$ cat src/irpc_consts.vh
// Behaviour
// - Transmit: 16-bit modulo reloads, single-pass stops.
// - Demod: 16-bit captures every edge or first only.
// - 16-bit timeout flag sets; write one clears.
// - 16-bit interrupts gated by their enable bits.
// - Filtered, selected input gives edge pulses.
// - 8-bit output idles inverted, loads by level.
// - 8-bit single-pass: stop, toggle, flag, interrupt.
// - 8-bit modulo: toggle, reload; flag every second.
// - Reload writes apply only at next load.
// - Count one forbidden; zero wraps, no timeout.
// - 8-bit demod: capture complement per edge polarity.
// - 8-bit demod zero: flag, interrupt, keep counting.
// - 16-bit output idles inverted; submode forces level.
// - 16-bit enable loads upper*256+lower, toggles at zero.
// - 16-bit zero count wraps, not a timeout.
// - 16-bit demod edge: capture both, flag, restart at FFFF.
// - Single-pass demod: 8-bit timeout captures; rearm.
// - 16-bit demod zero: flag, interrupt, continue.
// - Ping-pong: timers alternate on terminal count.
// - Submode zero ends ping-pong; software starts it.
// - Mode bit: zero transmit, one demodulation.
// - Filter codes: none, 4, 8, 16 cycles.
// - Edge codes: falling, rising, both, reserved.
`ifndef IRPC_CONSTS_VH
`define IRPC_CONSTS_VH
// ==========================================================
// Register indices
`define IRPC_A_T8CTL  4'h0
`define IRPC_A_MODE   4'h1
`define IRPC_A_T16CTL 4'h2
`define IRPC_A_R8HI   4'h3
`define IRPC_A_R8LO   4'h4
`define IRPC_A_R16HI  4'h5
`define IRPC_A_R16LO  4'h6
`define IRPC_A_C8R    4'h7
`define IRPC_A_C8F    4'h8
`define IRPC_A_C16HI  4'h9
`define IRPC_A_C16LO  4'hA
// ==========================================================
// Timer control fields
`define IRPC_B_EN     7
`define IRPC_B_SPB    6
`define IRPC_B_TOUT   5
`define IRPC_B_CLKH   4
`define IRPC_B_CLKL   3
`define IRPC_B_CAPIE  2
`define IRPC_B_TOIE   1
`define IRPC_B_PIN    0
// ==========================================================
// Shared mode fields
`define IRPC_B_MODE   7
`define IRPC_B_INSEL  6
`define IRPC_B_EDGH   5
`define IRPC_B_EDGL   4
`define IRPC_B_SUBH   3
`define IRPC_B_SUBL   2
`define IRPC_B_INIT8  1
`define IRPC_B_INIT16 0
// ==========================================================
// Codes and values
`define IRPC_SUB_PP   2'h1
`define IRPC_EDG_FALL 2'h0
`define IRPC_EDG_RISE 2'h1
`define IRPC_EDG_BOTH 2'h2
`define IRPC_FLT_4    2'h1
`define IRPC_FLT_8    2'h2
`define IRPC_FLT_16   2'h3
`define IRPC_FW_1     5'h01
`define IRPC_FW_4     5'h04
`define IRPC_FW_8     5'h08
`define IRPC_FW_16    5'h10
`define IRPC_LOG_AND  2'h0
`define IRPC_LOG_OR   2'h1
`define IRPC_LOG_NOR  2'h2
`define IRPC_WRAP8    8'hFF
`define IRPC_WRAP16   16'hFFFF
`define IRPC_TC8      8'h01
`define IRPC_TC16     16'h0001
`define IRPC_RST8     8'h00
`define IRPC_RST16    16'h0000
`endif

$ cat src/irpc_edge_filter.v
`timescale 1ns/1ps
`include "irpc_consts.vh"
module irpc_edge_filter #(
    parameter CNT_W = 5
) (
    input  wire       clk_sys,
    input  wire       rst_n,
    input  wire       sig_in,
    input  wire [1:0] filt_sel,
    input  wire [1:0] edge_sel,
    output reg        pos_pulse,
    output reg        neg_pulse
);
    reg  [CNT_W-1:0] cnt_ff;
    reg              lvl_ff;
    reg  [CNT_W-1:0] need;
    wire [CNT_W-1:0] cnt_inc = cnt_ff + 1'b1;
    wire             flip    = (sig_in != lvl_ff) && (cnt_inc >= need);

    // ======================================================
    // Minimum width that a new level must hold.
    always @* begin
        case (filt_sel)
            `IRPC_FLT_4:  need = `IRPC_FW_4;
            `IRPC_FLT_8:  need = `IRPC_FW_8;
            `IRPC_FLT_16: need = `IRPC_FW_16;
            default:      need = `IRPC_FW_1;
        endcase
    end

    // ======================================================
    // A level change is accepted only after it has held for
    // the chosen width, so shorter glitches never reach the
    // counters; the price is that many cycles of latency.
    always @(posedge clk_sys or negedge rst_n) begin
        if (!rst_n) begin
            cnt_ff    <= {CNT_W{1'b0}};
            lvl_ff    <= 1'b0;
            pos_pulse <= 1'b0;
            neg_pulse <= 1'b0;
        end else begin
            if (flip || sig_in == lvl_ff) begin
                cnt_ff <= {CNT_W{1'b0}};
            end else begin
                cnt_ff <= cnt_inc;
            end
            if (flip) begin
                lvl_ff <= sig_in;
            end
            pos_pulse <= flip && sig_in &&
                (edge_sel == `IRPC_EDG_RISE ||
                 edge_sel == `IRPC_EDG_BOTH);
            neg_pulse <= flip && !sig_in &&
                (edge_sel == `IRPC_EDG_FALL ||
                 edge_sel == `IRPC_EDG_BOTH);
        end
    end
endmodule // irpc_edge_filter

$ cat src/irpc_top.v
// The address-and-strobe port and the register offsets are this design's own decisions.
`timescale 1ns/1ps
`include "irpc_consts.vh"
module irpc_top (
    input  wire       clk_sys,
    input  wire       rst_n,
    input  wire [3:0] reg_addr,
    input  wire [7:0] reg_wdata,
    input  wire       reg_wr,
    input  wire       reg_rd,
    output reg  [7:0] reg_rdata,
    input  wire       demod_input_pin_a,
    input  wire       demod_input_pin_b,
    output reg        short_timer_output,
    output reg        long_timer_output,
    output reg        combined_output,
    output wire       combined_pin_select,
    output wire       pin_output_select,
    output reg        irq_t8,
    output reg        irq_t16
);
    // One-hot timer states.
    localparam ST_IDLE = 3'b001;
    localparam ST_WAIT = 3'b010;
    localparam ST_RUN  = 3'b100;

    reg [7:0]  ctl8_ff, ctl16_ff, ctl1_ff;
    reg [7:0]  r8hi_ff, r8lo_ff, r16hi_ff, r16lo_ff;
    reg [7:0]  c8r_ff, c8f_ff, nxt_c8r, nxt_c8f;
    reg [15:0] c16_ff, nxt_c16;
    reg [2:0]  st8_ff, st16_ff, nxt_st8, nxt_st16;
    reg [7:0]  cnt8_ff, nxt_cnt8;
    reg [15:0] cnt16_ff, nxt_cnt16;
    reg        ph8_ff, nxt_ph8, arm_ff, nxt_arm;
    reg        to8_ff, to16_ff, nxt_to8, nxt_to16;
    reg        fr_ff, ff_ff, nxt_fr, nxt_ff;
    reg        nxt_out8, nxt_out16, nxt_irq8, nxt_irq16;
    reg        nxt_comb;
    reg [2:0]  div_ff;
    reg [7:0]  rd_val;

    // ======================================================
    // Decode and field views.
    wire wr_t8  = reg_wr && reg_addr == `IRPC_A_T8CTL;
    wire wr_md  = reg_wr && reg_addr == `IRPC_A_MODE;
    wire wr_t16 = reg_wr && reg_addr == `IRPC_A_T16CTL;
    wire demod  = ctl1_ff[`IRPC_B_MODE];
    wire [1:0] sub  = ctl1_ff[`IRPC_B_SUBH:`IRPC_B_SUBL];
    wire [1:0] edgs = ctl1_ff[`IRPC_B_EDGH:`IRPC_B_EDGL];
    wire init8  = ctl1_ff[`IRPC_B_INIT8];
    wire init16 = ctl1_ff[`IRPC_B_INIT16];
    wire spb8   = ctl8_ff[`IRPC_B_SPB];
    wire spb16  = ctl16_ff[`IRPC_B_SPB];
    wire pp     = !demod && sub == `IRPC_SUB_PP;
    wire frc16  = !demod && sub[1];
    wire [15:0] rel16 = {r16hi_ff, r16lo_ff};
    assign pin_output_select   = ctl16_ff[`IRPC_B_PIN];
    assign combined_pin_select = ctl1_ff[`IRPC_B_INSEL] && !demod;

    // ======================================================
    // Prescaler ticks; each timer picks its own division.
    function tick_of;
        input [1:0] sel;
        input [2:0] d;
        begin
            case (sel)
                2'h1:    tick_of = d[0];
                2'h2:    tick_of = &d[1:0];
                2'h3:    tick_of = &d;
                default: tick_of = 1'b1;
            endcase
        end
    endfunction
    wire tick8  = tick_of(ctl8_ff[`IRPC_B_CLKH:`IRPC_B_CLKL], div_ff);
    wire tick16 = tick_of(ctl16_ff[`IRPC_B_CLKH:`IRPC_B_CLKL],
                          div_ff);

    // ======================================================
    // Input edge detection.
    wire pos_e, neg_e;
    wire pin_in = ctl1_ff[`IRPC_B_INSEL] ? demod_input_pin_b
                                         : demod_input_pin_a;
    irpc_edge_filter #(.CNT_W(5)) u_edge (
        .clk_sys   (clk_sys),
        .rst_n     (rst_n),
        .sig_in    (pin_in),
        .filt_sel  (sub),
        .edge_sel  (edgs),
        .pos_pulse (pos_e),
        .neg_pulse (neg_e)
    );
    wire edge_any = demod && (pos_e || neg_e);

    // ======================================================
    // Terminal counts fire on the tick that reaches zero, so a
    // loaded zero wraps to the top without a timeout.
    wire run8  = st8_ff == ST_RUN;
    wire run16 = st16_ff == ST_RUN;
    wire tc8  = run8 && tick8 && cnt8_ff == `IRPC_TC8;
    wire tc16 = run16 && tick16 && cnt16_ff == `IRPC_TC16;
    wire sw_go8   = wr_t8 && reg_wdata[`IRPC_B_EN] &&
                    st8_ff == ST_IDLE;
    wire sw_go16  = wr_t16 && reg_wdata[`IRPC_B_EN] &&
                    st16_ff == ST_IDLE;
    wire sw_stop8  = wr_t8 && !reg_wdata[`IRPC_B_EN];
    wire sw_stop16 = wr_t16 && !reg_wdata[`IRPC_B_EN];
    // Ping-pong handover: each single-pass finish starts the
    // other timer.
    wire go8  = sw_go8 || (pp && tc16 && spb16);
    wire go16 = sw_go16 || (pp && tc8 && spb8);

    // ======================================================
    // 8-bit timer next state.
    always @* begin
        nxt_st8  = st8_ff;
        nxt_cnt8 = cnt8_ff;
        nxt_out8 = short_timer_output;
        nxt_ph8  = ph8_ff;
        nxt_c8r  = c8r_ff;
        nxt_c8f  = c8f_ff;
        nxt_irq8 = 1'b0;
        // Write one clears; a set below still wins.
        nxt_to8  = to8_ff && !(wr_t8 && reg_wdata[`IRPC_B_TOUT]);
        if (run8 && tick8) begin
            nxt_cnt8 = cnt8_ff - 1'b1;
        end
        if (sw_stop8) begin
            nxt_st8 = ST_IDLE;
        end else if (go8) begin
            nxt_ph8 = 1'b0;
            if (demod) begin
                nxt_st8 = ST_WAIT;
            end else begin
                nxt_st8  = ST_RUN;
                nxt_out8 = init8;
                nxt_cnt8 = init8 ? r8hi_ff : r8lo_ff;
            end
        end else begin
            case (st8_ff)
                ST_IDLE: begin
                    if (!demod) begin
                        nxt_out8 = !init8;
                    end
                end
                ST_WAIT: begin
                    if (edge_any) begin
                        nxt_st8  = ST_RUN;
                        nxt_cnt8 = `IRPC_WRAP8;
                    end
                end
                ST_RUN: begin
                    if (demod) begin
                        if (tc8) begin
                            nxt_to8  = 1'b1;
                            nxt_irq8 = ctl8_ff[`IRPC_B_TOIE];
                        end
                        if (edge_any) begin
                            if (pos_e) begin
                                nxt_c8r = ~cnt8_ff;
                            end else begin
                                nxt_c8f = ~cnt8_ff;
                            end
                            nxt_cnt8 = `IRPC_WRAP8;
                            nxt_irq8 = nxt_irq8 ||
                                       ctl8_ff[`IRPC_B_CAPIE];
                        end
                    end else if (tc8) begin
                        nxt_out8 = !short_timer_output;
                        if (spb8) begin
                            nxt_st8  = ST_IDLE;
                            nxt_to8  = 1'b1;
                            nxt_irq8 = ctl8_ff[`IRPC_B_TOIE];
                        end else begin
                            nxt_ph8  = !ph8_ff;
                            nxt_cnt8 = short_timer_output ? r8lo_ff
                                                          : r8hi_ff;
                            if (ph8_ff) begin
                                nxt_to8  = 1'b1;
                                nxt_irq8 = ctl8_ff[`IRPC_B_TOIE];
                            end
                        end
                    end
                end
                default: nxt_st8 = ST_IDLE;
            endcase
        end
    end

    // ======================================================
    // 16-bit timer next state.
    always @* begin
        nxt_st16  = st16_ff;
        nxt_cnt16 = cnt16_ff;
        nxt_out16 = long_timer_output;
        nxt_c16   = c16_ff;
        nxt_irq16 = 1'b0;
        nxt_arm   = arm_ff;
        nxt_to16  = to16_ff &&
                    !(wr_t16 && reg_wdata[`IRPC_B_TOUT]);
        if (wr_t16 && reg_wdata[`IRPC_B_SPB] && !spb16) begin
            nxt_arm = 1'b1;
        end
        if (run16 && tick16) begin
            nxt_cnt16 = cnt16_ff - 1'b1;
        end
        if (sw_stop16) begin
            nxt_st16 = ST_IDLE;
        end else if (go16) begin
            if (demod) begin
                nxt_st16 = ST_WAIT;
                nxt_arm  = 1'b0;
            end else begin
                nxt_st16  = ST_RUN;
                nxt_out16 = init16;
                nxt_cnt16 = rel16;
            end
        end else begin
            case (st16_ff)
                ST_IDLE: begin
                    if (!demod) begin
                        nxt_out16 = !init16;
                    end
                end
                ST_WAIT: begin
                    if (edge_any) begin
                        nxt_st16  = ST_RUN;
                        nxt_cnt16 = rel16;
                    end
                end
                ST_RUN: begin
                    if (tc16) begin
                        nxt_to16  = 1'b1;
                        nxt_irq16 = ctl16_ff[`IRPC_B_TOIE];
                    end
                    if (demod) begin
                        if (edge_any && (!spb16 || arm_ff)) begin
                            nxt_c16   = ~cnt16_ff;
                            nxt_cnt16 = `IRPC_WRAP16;
                            nxt_arm   = 1'b0;
                            nxt_irq16 = nxt_irq16 ||
                                ctl16_ff[`IRPC_B_CAPIE];
                        end else if (spb16 && tc8) begin
                            nxt_c16   = ~cnt16_ff;
                            nxt_irq16 = nxt_irq16 ||
                                ctl16_ff[`IRPC_B_CAPIE];
                        end
                    end else if (tc16) begin
                        nxt_out16 = !long_timer_output;
                        if (spb16) begin
                            nxt_st16 = ST_IDLE;
                        end else begin
                            nxt_cnt16 = rel16;
                        end
                    end
                end
                default: nxt_st16 = ST_IDLE;
            endcase
        end
        // A forced level overrides the timer output at once.
        if (frc16) begin
            nxt_out16 = sub[0];
        end
    end

    // ======================================================
    // Edge flags and output combiner.
    always @* begin
        nxt_fr = (fr_ff && !(wr_md && reg_wdata[`IRPC_B_INIT8]))
                 || (edge_any && pos_e);
        nxt_ff = (ff_ff && !(wr_md && reg_wdata[`IRPC_B_INIT16]))
                 || (edge_any && neg_e);
        case (edgs)
            `IRPC_LOG_AND: nxt_comb = nxt_out8 & nxt_out16;
            `IRPC_LOG_OR:  nxt_comb = nxt_out8 | nxt_out16;
            `IRPC_LOG_NOR: nxt_comb = ~(nxt_out8 | nxt_out16);
            default:       nxt_comb = ~(nxt_out8 & nxt_out16);
        endcase
    end

    // ======================================================
    // Read mux; enable and flag bits show live state.
    always @* begin
        case (reg_addr)
            `IRPC_A_T8CTL:  rd_val = {st8_ff != ST_IDLE,
                                      ctl8_ff[6], to8_ff,
                                      ctl8_ff[4:0]};
            `IRPC_A_MODE:   rd_val = demod ?
                                     {ctl1_ff[7:2], fr_ff, ff_ff} :
                                     ctl1_ff;
            `IRPC_A_T16CTL: rd_val = {st16_ff != ST_IDLE,
                                      ctl16_ff[6], to16_ff,
                                      ctl16_ff[4:0]};
            `IRPC_A_R8HI:   rd_val = r8hi_ff;
            `IRPC_A_R8LO:   rd_val = r8lo_ff;
            `IRPC_A_R16HI:  rd_val = r16hi_ff;
            `IRPC_A_R16LO:  rd_val = r16lo_ff;
            `IRPC_A_C8R:    rd_val = c8r_ff;
            `IRPC_A_C8F:    rd_val = c8f_ff;
            `IRPC_A_C16HI:  rd_val = c16_ff[15:8];
            `IRPC_A_C16LO:  rd_val = c16_ff[7:0];
            default:        rd_val = `IRPC_RST8;
        endcase
    end

    // ======================================================
    // Software-written registers.
    always @(posedge clk_sys or negedge rst_n) begin
        if (!rst_n) begin
            ctl8_ff  <= `IRPC_RST8;
            ctl16_ff <= `IRPC_RST8;
            ctl1_ff  <= `IRPC_RST8;
            r8hi_ff  <= `IRPC_RST8;
            r8lo_ff  <= `IRPC_RST8;
            r16hi_ff <= `IRPC_RST8;
            r16lo_ff <= `IRPC_RST8;
        end else if (reg_wr) begin
            case (reg_addr)
                `IRPC_A_T8CTL:  ctl8_ff  <= reg_wdata;
                `IRPC_A_T16CTL: ctl16_ff <= reg_wdata;
                // Initial levels stay put while flags are cleared.
                `IRPC_A_MODE:   ctl1_ff  <= reg_wdata[`IRPC_B_MODE] ?
                                {reg_wdata[7:2], ctl1_ff[1:0]} :
                                reg_wdata;
                `IRPC_A_R8HI:   r8hi_ff  <= reg_wdata;
                `IRPC_A_R8LO:   r8lo_ff  <= reg_wdata;
                `IRPC_A_R16HI:  r16hi_ff <= reg_wdata;
                `IRPC_A_R16LO:  r16lo_ff <= reg_wdata;
                default:        ctl1_ff  <= ctl1_ff;
            endcase
        end
    end

    // ======================================================
    // Timer state, captures, outputs and read data.
    always @(posedge clk_sys or negedge rst_n) begin
        if (!rst_n) begin
            st8_ff             <= ST_IDLE;
            st16_ff            <= ST_IDLE;
            cnt8_ff            <= `IRPC_RST8;
            cnt16_ff           <= `IRPC_RST16;
            ph8_ff             <= 1'b0;
            arm_ff             <= 1'b0;
            to8_ff             <= 1'b0;
            to16_ff            <= 1'b0;
            fr_ff              <= 1'b0;
            ff_ff              <= 1'b0;
            c8r_ff             <= `IRPC_RST8;
            c8f_ff             <= `IRPC_RST8;
            c16_ff             <= `IRPC_RST16;
            div_ff             <= 3'h0;
            short_timer_output <= 1'b0;
            long_timer_output  <= 1'b0;
            combined_output    <= 1'b0;
            irq_t8             <= 1'b0;
            irq_t16            <= 1'b0;
            reg_rdata          <= `IRPC_RST8;
        end else begin
            st8_ff             <= nxt_st8;
            st16_ff            <= nxt_st16;
            cnt8_ff            <= nxt_cnt8;
            cnt16_ff           <= nxt_cnt16;
            ph8_ff             <= nxt_ph8;
            arm_ff             <= nxt_arm;
            to8_ff             <= nxt_to8;
            to16_ff            <= nxt_to16;
            fr_ff              <= nxt_fr;
            ff_ff              <= nxt_ff;
            c8r_ff             <= nxt_c8r;
            c8f_ff             <= nxt_c8f;
            c16_ff             <= nxt_c16;
            div_ff             <= div_ff + 3'h1;
            short_timer_output <= nxt_out8;
            long_timer_output  <= nxt_out16;
            combined_output    <= nxt_comb;
            irq_t8             <= nxt_irq8;
            irq_t16            <= nxt_irq16;
            reg_rdata          <= reg_rd ? rd_val : `IRPC_RST8;
        end
    end
endmodule // irpc_top

$ cat config.mk
export PLATFORM = sky130hd
export DESIGN_NAME = irpc_top
export DESIGN_NICKNAME = d
export VERILOG_FILES = /design/src/irpc_edge_filter.v /design/src/irpc_top.v
export VERILOG_INCLUDE_DIRS = /design/src
export SDC_FILE = /design/constraint.sdc
export NUM_CORES = 1
export LEC_CHECK = 0
export ABC_AREA = 1
export BUFFER_PORTS_ARGS = -buffer_cell sky130_fd_sc_hd__buf_2
export CAP_MARGIN = 0
export CORE_MARGIN = 2
export CORE_UTILIZATION = 53
export CTS_CLUSTER_DIAMETER = 50
export CTS_CLUSTER_SIZE = 14
export DETAILED_ROUTE_END_ITERATION = 16
export PLACE_DENSITY_LB_ADDON = 0.08
export SLEW_MARGIN = 15
export SYNTH_ARGS = -nofsm -noshare
export SYNTH_HDL_FRONTEND = slang
export SYNTH_HIERARCHICAL = 1
export SYNTH_SLANG_ARGS = --single-unit
$ cat constraint.sdc
create_clock -name clk_sys -period 2.6 [get_ports clk_sys]
set_clock_uncertainty 0.05 [all_clocks]
set_input_delay 0.52 -clock clk_sys [delete_from_list [all_inputs] [get_ports clk_sys]]
set_output_delay 0.52 -clock clk_sys [all_outputs]
set_load 0.01 [all_outputs]
==> summary.txt, run 1 <==
Status
  – Status: finished clean

Synthesis
  – Sequential cell area fraction in the yosys report: 0.434
  – Async SR Flop Fraction: 1.00
  – Area leader, netlist: dfrtp_1
  – Most area-consuming cells after synthesis: dfrtp_1, nand2_1, o21ai_0
  – Syn Nets: 1,112
  – Syn Area/Cell: 7.68 um^2
  – Synthesized instance count: 1,081
  – #FFs+latches synth: 144
  – Post-Syn Area: 8300 um^2
  – Post-synth EDFFs: 0
  – Post-synth cell types: 57
  – Post-synth top area share: 0.428
  – Syn. warnings: 6
  – Top FF cell, synth: dfrtp_1

Critical path
  – CP arrival: 2.69 ns
  – Req. time, crit path: 2.87 ns
  – Crit end category: flip-flop
  – Critical Path Source Type: flip-flop
  – Reg2reg setup slack: 0.18 ns
  – Max incr delay on CP: 0.41 ns
  – Critical Path, Cell by Cell: ha_1 -> inv_1 -> nand2_1 -> nand2_1 -> nand3_1 -> nand2_4 -> nor2_4 -> nand3_1 -> nand2_4 -> nor2_2 -> o311ai_0 -> o21ai_0
  – CP max-delay cell: dfrtp_1
  – CP Max Fanout: 9
  – Crit path kind: reg -> reg

STA
  – Final setup TNS: 0 ns
  – Final setup viols: 0
  – Slew headroom: 0.572
  – Final WS setup: 0.180 ns
  – RSZ-0062 raised after global routing: no
  – Slew at the pin closest to its max-slew limit: 0.642 ns
  – Final min period: 2.42 ns
  – Crit share post-route: 0.931
  – Final slew viol count: 0
  – Final-report hold violation count: 0
  – Max Clk Rate: 413 MHz

Clocking
  – TritonCTS buffer count: 17
  – Skew-Pair Late Insertion Delay: 0.43 ns
  – CTS tree: built
  – Sink Count: 144
  – Htree depth: 4
  – Root buffer cell: clkbuf_16
  – Clk slew on worst S/H paths: 0.06 ns
  – Clock Tree Buf Depth: 2

Detailed routing
  – Vias per cell: 5.74
  – Vias: 7,818
  – WL/cell: 18.7 um
  – DR pass1 iterations: 6
  – DRT antenna net count: 0
  – Drt first-iter violations: 851
  – Final wirelength: 25.4 mm
  – DRC viols: 0

Floorplanning
  – Initial Utilization: 0.544
  – DIE HEIGHT: 129 um
  – Rows: 45
  – CORE AREA: 15,300 um^2
  – Die Wd: 129 um
  – Ports: 33
  – Die Footprint: 16,700 um^2

Cells and area
  – Final antenna diode count: 0
  – Most frequent cells in the layout: nand2_1, inv_1, dfrtp_1
  – FILL cells: 1,401
  – Commonest non-fill, non-tap cell in the layout: nand2_1
  – Post-route non-filler standard cell count: 1,362
  – Synth-to-Final Area Change: 14.3%
  – Final Cell Area: 9490 um^2
  – Layout cells sized above 1: 0.133
  – Nets@finish: 1,169

Place
  – Placement Setup Slack: 0.203 ns
  – Post-Place Cells: 1,330
  – RePlAce Congestion: 1.01
  – Hpwl dp: 19.5 mm
  – Port Buffers: 32
  – Placed cell areas: 8880 um^2

Power
  – Maximum VDD drop: 0.606 mV
  – LEAKAGE: 4.57 nW
  – Power per cell area: 829 nW/um^2
  – Total power: 7.87 mW

GRT
  – Largest net degree at the start of global routing: 63
  – GRT overflow: 0
  – Initial antenna violation count: 1
  – Vias in the first global route: 7,326
  – First-pass GRT wire length: 40.0 mm
  – Total GRT Usage: 0.319

Hold path
  – Min-Delay Path Class: in -> async

Run
  – Max-cap violations: 0
critical path: cells and delay by family, from the launching register on:
| kind | cells | cell delay [ns] |
|---|---|---|
| DFF | 1 | 0.41 |
| adders and majority gates | 1 | 0.23 |
| buffers and inverters | 1 | 0.06 |
| AOI/OAI and AO/OA | 2 | 0.55 |
| and+or+nand+nor | 8 | 1.00 |
per-stage QoR:
stage	hold slack, ns	utilization
6_report	0.0254	0.622
4_1_cts	0.0570	0.621
2_1_floorplan	0.174	-
3_5_place_dp	0.425	0.582
5_1_grt	0.0711	0.622
3_3_place_gp	0.416	0.582
sequential cells by signal, summed over array words and instances, names as in the netlist, 8 cells and up:
name,flops
c16_ff,16
c8f_ff,8
c8r_ff,8
cnt16_ff,16
cnt8_ff,8
ctl1_ff,8
r16hi_ff,8
r16lo_ff,8
r8hi_ff,8
r8lo_ff,8
reg_rdata,8
path summary, 6_finish.rpt:
path | startpoint | to | depth (start not counted)
max | div_ff[0] | irq_t8 | 12
min reg2reg | r8lo_ff[4] | r8lo_ff[4] | 2
min | rst_n | cnt8_ff[7] | 1
max in group asynchronous | rst_n | cnt16_ff[13] | 2
min in group clk_sys | reg_wdata[0] | ctl1_ff[0] | 3
max reg2reg | div_ff[0] | irq_t8 | 12
cells by family after synthesis:
| family | Yosys count | synth area share |
|---|---|---|
| adder cells (fa/ha/maj) | 13 | 0.0196 |
| buffers and inverters | 184 | 0.0856 |
| XOR/XNOR | 22 | 0.0250 |
| multiplexers | 2 | 0.00256 |
| AO/OA/AOI/OAI | 267 | 0.185 |
| flip-flops | 144 | 0.434 |
| AND/OR/NAND/NOR | 449 | 0.248 |
layout make-up:
cell class | instances | area (um^2) | area share
Multi-Input combinational cell | 753 | 4000 | 0.422
Clock buffer | 19 | 453 | 0.0477
Timing Repair Buffer | 64 | 432 | 0.0455
Clock inverter | 13 | 138 | 0.0145
Inverter | 158 | 596 | 0.0628
Tap cell | 211 | 264 | 0.0278
Sequential cell | 144 | 3610 | 0.380
repair_timing:
item	CTS	global route
setup buffers	0	0
hold buffers	0	0
endpoints found under the setup margin	0	12
endpoints found under the hold margin	0	0
resized for setup	0	3
per-layer routing:
| metal | vias up | global-route usage | routed length [um] |
|---|---|---|---|
| li1 | 3714 | - | - |
| met1 | 3705 | 0.461 | 11600 |
| met2 | 338 | 0.467 | 11000 |
| met3 | 59 | 0.0842 | 2300 |
| met4 | 2 | 0.107 | 586 |
| met5 | - | 0 | 10 |
Yosys cell counts (3+ instances only):
cell type / count
nand2_1: 243
inv_1: 146
dfrtp_1: 142
o21ai_0: 135
nor2_1: 77
nand3_1: 59
a21oi_1: 34
o22ai_1: 22
nor3_1: 21
xor2_1: 17
clkbuf_1: 15
o21ai_1: 14
ha_1: 13
a31oi_1: 12
inv_2: 10
nand4_1: 10
o211ai_1: 10
nor2_2: 9
a22oi_1: 8
a221oi_1: 7
buf_2: 7
nand2_4: 7
nand3_2: 6
nand2_2: 4
nor2_4: 4
o31ai_1: 4
o221ai_1: 3
o41ai_1: 3
xnor2_1: 3
power by group:
group          internal, mW  switching, mW  total [mW]  leakage, nW
combinational         0.766           1.46        2.23         2.43
sequential             2.69          0.510        3.20         1.86
clock                  1.46          0.981        2.44        0.285
(Power assumes the default switching activity.)
==> inputs of run 2 (changes only) <==
--- a/config.mk
+++ b/config.mk
@@ -7,16 +7,17 @@
 export NUM_CORES = 1
 export LEC_CHECK = 0
 export ABC_AREA = 1
-export BUFFER_PORTS_ARGS = -buffer_cell sky130_fd_sc_hd__buf_2
 export CAP_MARGIN = 0
 export CORE_MARGIN = 2
 export CORE_UTILIZATION = 53
 export CTS_CLUSTER_DIAMETER = 50
 export CTS_CLUSTER_SIZE = 14
 export DETAILED_ROUTE_END_ITERATION = 16
-export PLACE_DENSITY_LB_ADDON = 0.08
+export DONT_BUFFER_PORTS = 1
+export PLACE_DENSITY = 0.68
 export SLEW_MARGIN = 15
 export SYNTH_ARGS = -nofsm -noshare
 export SYNTH_HDL_FRONTEND = slang
 export SYNTH_HIERARCHICAL = 1
 export SYNTH_SLANG_ARGS = --single-unit
+export TNS_END_PERCENT = 30
==> summary.txt, run 2 (synthesis gave the netlist of run 1 again) <==
STA
  – Final setup TNS: 0 ns (unchanged)
  – Final setup viols: 0 (unchanged)
  – Final-report hold violation count: 144 (+144)
  – RSZ-0062 raised after global routing: no
  – Final min period: 2.43 ns (+0.0111 ns)
  – Crit share post-route: 0.935 (+0.00426)
  – Final slew viol count: 0 (unchanged)
  – Slew headroom: 0.499 (-0.0725)
  – Max Clk Rate: 411 MHz (-0.46%)
  – Min Hold Slack: -0.261 ns (-0.287 ns)
  – Slew at the pin closest to its max-slew limit: 0.745 ns (+0.103 ns)

Floorplanning
  – CORE AREA: 15,300 um^2 (unchanged)
  – Initial Utilization: 0.544 (unchanged)
  – Die Wd: 129 um (unchanged)
  – DIE HEIGHT: 129 um (unchanged)
  – Ports: 33 (unchanged)
  – Rows: 45 (unchanged)
  – Die Footprint: 16,700 um^2 (unchanged)

Cells and area
  – Nets@finish: 1,132 (-3.2%)
  – Post-layout util: 0.610 (-0.0115)
  – Commonest non-fill, non-tap cell in the layout: nand2_1
  – Layout cells sized above 1: 0.103 (-0.0296)
  – Top flop regs: c16_ff (16), cnt16_ff (16)
  – Most frequent cells in the layout: nand2_1, inv_1, dfrtp_1
  – Final antenna diode count: 0 (unchanged)
  – FILL cells: 1,349 (-3.7%)
  – Synth-to-Final Area Change: 12.2%

Detailed routing
  – DR pass1 iterations: 6 (unchanged)
  – Vias: 7,647 (-2.2%)
  – DRC viols: 0 (unchanged)
  – WL/cell: 18.7 um (about the same)
  – Drt first-iter violations: 936 (+10%)
  – Vias per cell: 5.78 (+0.62%)
  – Final wirelength: 24.7 mm (-2.7%)
  – DRT antenna net count: 0 (unchanged)

GRT
  – First-pass GRT wire length: 39.3 mm (-1.9%)
  – Total GRT Usage: 0.311 (-0.00855)
  – GR Util met2: 0.448 (-0.0195)
  – GRT overflow: 0 (unchanged)
  – Busiest grt layer: met1
  – Largest net degree at the start of global routing: 145 (+130%)
  – Initial antenna violation count: 0 (-1)
  – Met1 Usage GRT: 0.458 (-0.00384)
  – Met3 Usage GRT: 0.0851 (+0.000826)
  – Vias in the first global route: 7,056 (-3.7%)

Clocking
  – Skew-Pair Late Insertion Delay: 0.42 ns (about the same)
  – Htree depth: 4 (unchanged)
  – Setup Buffers After CTS: 0 (unchanged)
  – CTS tree: built
  – Root buffer cell: clkbuf_16
  – Sink Count: 144 (unchanged)
  – TritonCTS buffer count: 17 (unchanged)
  – Clock Tree Buf Depth: 2 (unchanged)
  – Clk slew on worst S/H paths: 0.06 ns (about the same)

Critical path
  – R2R depth: 13 (+1)
  – Critical Path, Cell by Cell: nor2_1 -> nand2_1 -> nor2_1 -> nand3_1 -> nor2_4 -> nand3_1 -> nand2_4 -> inv_1 -> nand2_2 -> inv_1 -> o21ai_0 -> o211ai_1 -> o21ai_0
  – CP Max Fanout: 8 (-1)
  – Critical Path Source Type: flip-flop
  – CP max-delay cell: dfrtp_1
  – Max incr delay on CP: 0.44 ns (+0.03 ns)
  – Reg2reg setup slack: 0.17 ns (about the same)
  – Reg2Reg Launch Point: cnt16_ff[2]
  – Req. time, crit path: 2.90 ns (+0.03 ns)
  – Crit end category: flip-flop
  – Crit path kind: reg -> reg
  – Reg2reg end: cnt8_ff[6]
  – CP arrival: 2.73 ns (+0.04 ns)

Status
  – Failing checks: negative hold slack
  – Status: complete, but fails checks

Place
  – Port Buffers: 0 (-100%)
  – Hpwl dp: 18.6 mm (-5.0%)
  – RePlAce Congestion: 1.01 (-0.49%)

Run
  – Max-cap violations: 0 (unchanged)

Power
  – LEAKAGE: 4.42 nW (-3.3%)
  – Power per cell area: 838 nW/um^2 (+1.1%)
  – Maximum VDD drop: 0.748 mV (+23%)

Hold path
  – Min-Delay Path Class: in -> async
[run 2: cell count changes in the layout (fill, tap and decap cells not counted), sizes merged]
cell	change
buf	-37
clkbuf	+2
clkinvlp	-2
bufinv	+1
clkinv	-1
inv	-1
[run 2: cell type report]
class,count,area (um^2),share of cell area
clock buffer,21,470,0.0505
clock inverter,10,135,0.0145
inverter,158,596,0.0639
multi-input combinational,753,4030,0.433
sequential,144,3610,0.387
tap,211,264,0.0283
timing repair buffer,27,215,0.0231
[run 2: worst max-delay path, delay by kind of cell, from the launching register on]
kind / cells / cell delay (ns)
compound gates: 3 / 0.33
simple gates: 8 / 1.33
flops: 1 / 0.44
buf+inv: 2 / 0.21
[run 2: what timing repair did]
action	CTS	global route
endpoints found under the setup margin	0	27
gates resized for setup	0	7
endpoints found under the hold margin	144	144
[run 2: layer usage]
metal | vias to the layer above | wire length, um
met2 | 418 | 10700
met5 | - | 0
met4 | 0 | 661
met3 | 49 | 2790
met1 | 3548 | 10600
li1 | 3632 | -
[run 2: worst max path at each step]
stage          slack [ns]  depth (start not counted)         endpoint         from
3_3_place_gp         0.13                         12  combined_output  reg_addr[3]
3_5_place_dp         0.12                         12        c8f_ff[2]    div_ff[0]
4_1_cts              0.07                         13        c8f_ff[6]    div_ff[0]
2_1_floorplan        0.61                         14        c8f_ff[6]    div_ff[0]
5_1_grt           0.00009                         16  combined_output  cnt16_ff[2]
6_report             0.17                         13       cnt8_ff[6]  cnt16_ff[2]
[run 2: power breakdown]
group | switching, mW | total [mW] | internal (mW)
Clock | 0.937 | 2.51 | 1.57
Combinational | 1.34 | 2.07 | 0.730
Sequential | 0.533 | 3.22 | 2.69
[run 2: through the flow]
step | area [um^2] | setup slack [ns] | total power [mW] | cells | hold WS, ns
floorplan | 8300 | 0.611 | 4.53 | 1081 | 0.174
global placement | 8670 | 0.132 | 5.22 | 1293 | 0.180
detailed placement | 8670 | 0.121 | 5.26 | 1293 | 0.179
CTS | 9270 | 0.0684 | 7.76 | 1324 | -0.266
global route | 9320 | 0.0000859 | 8.26 | 1324 | -0.280
finish | 9320 | 0.169 | 7.81 | 1324 | -0.261
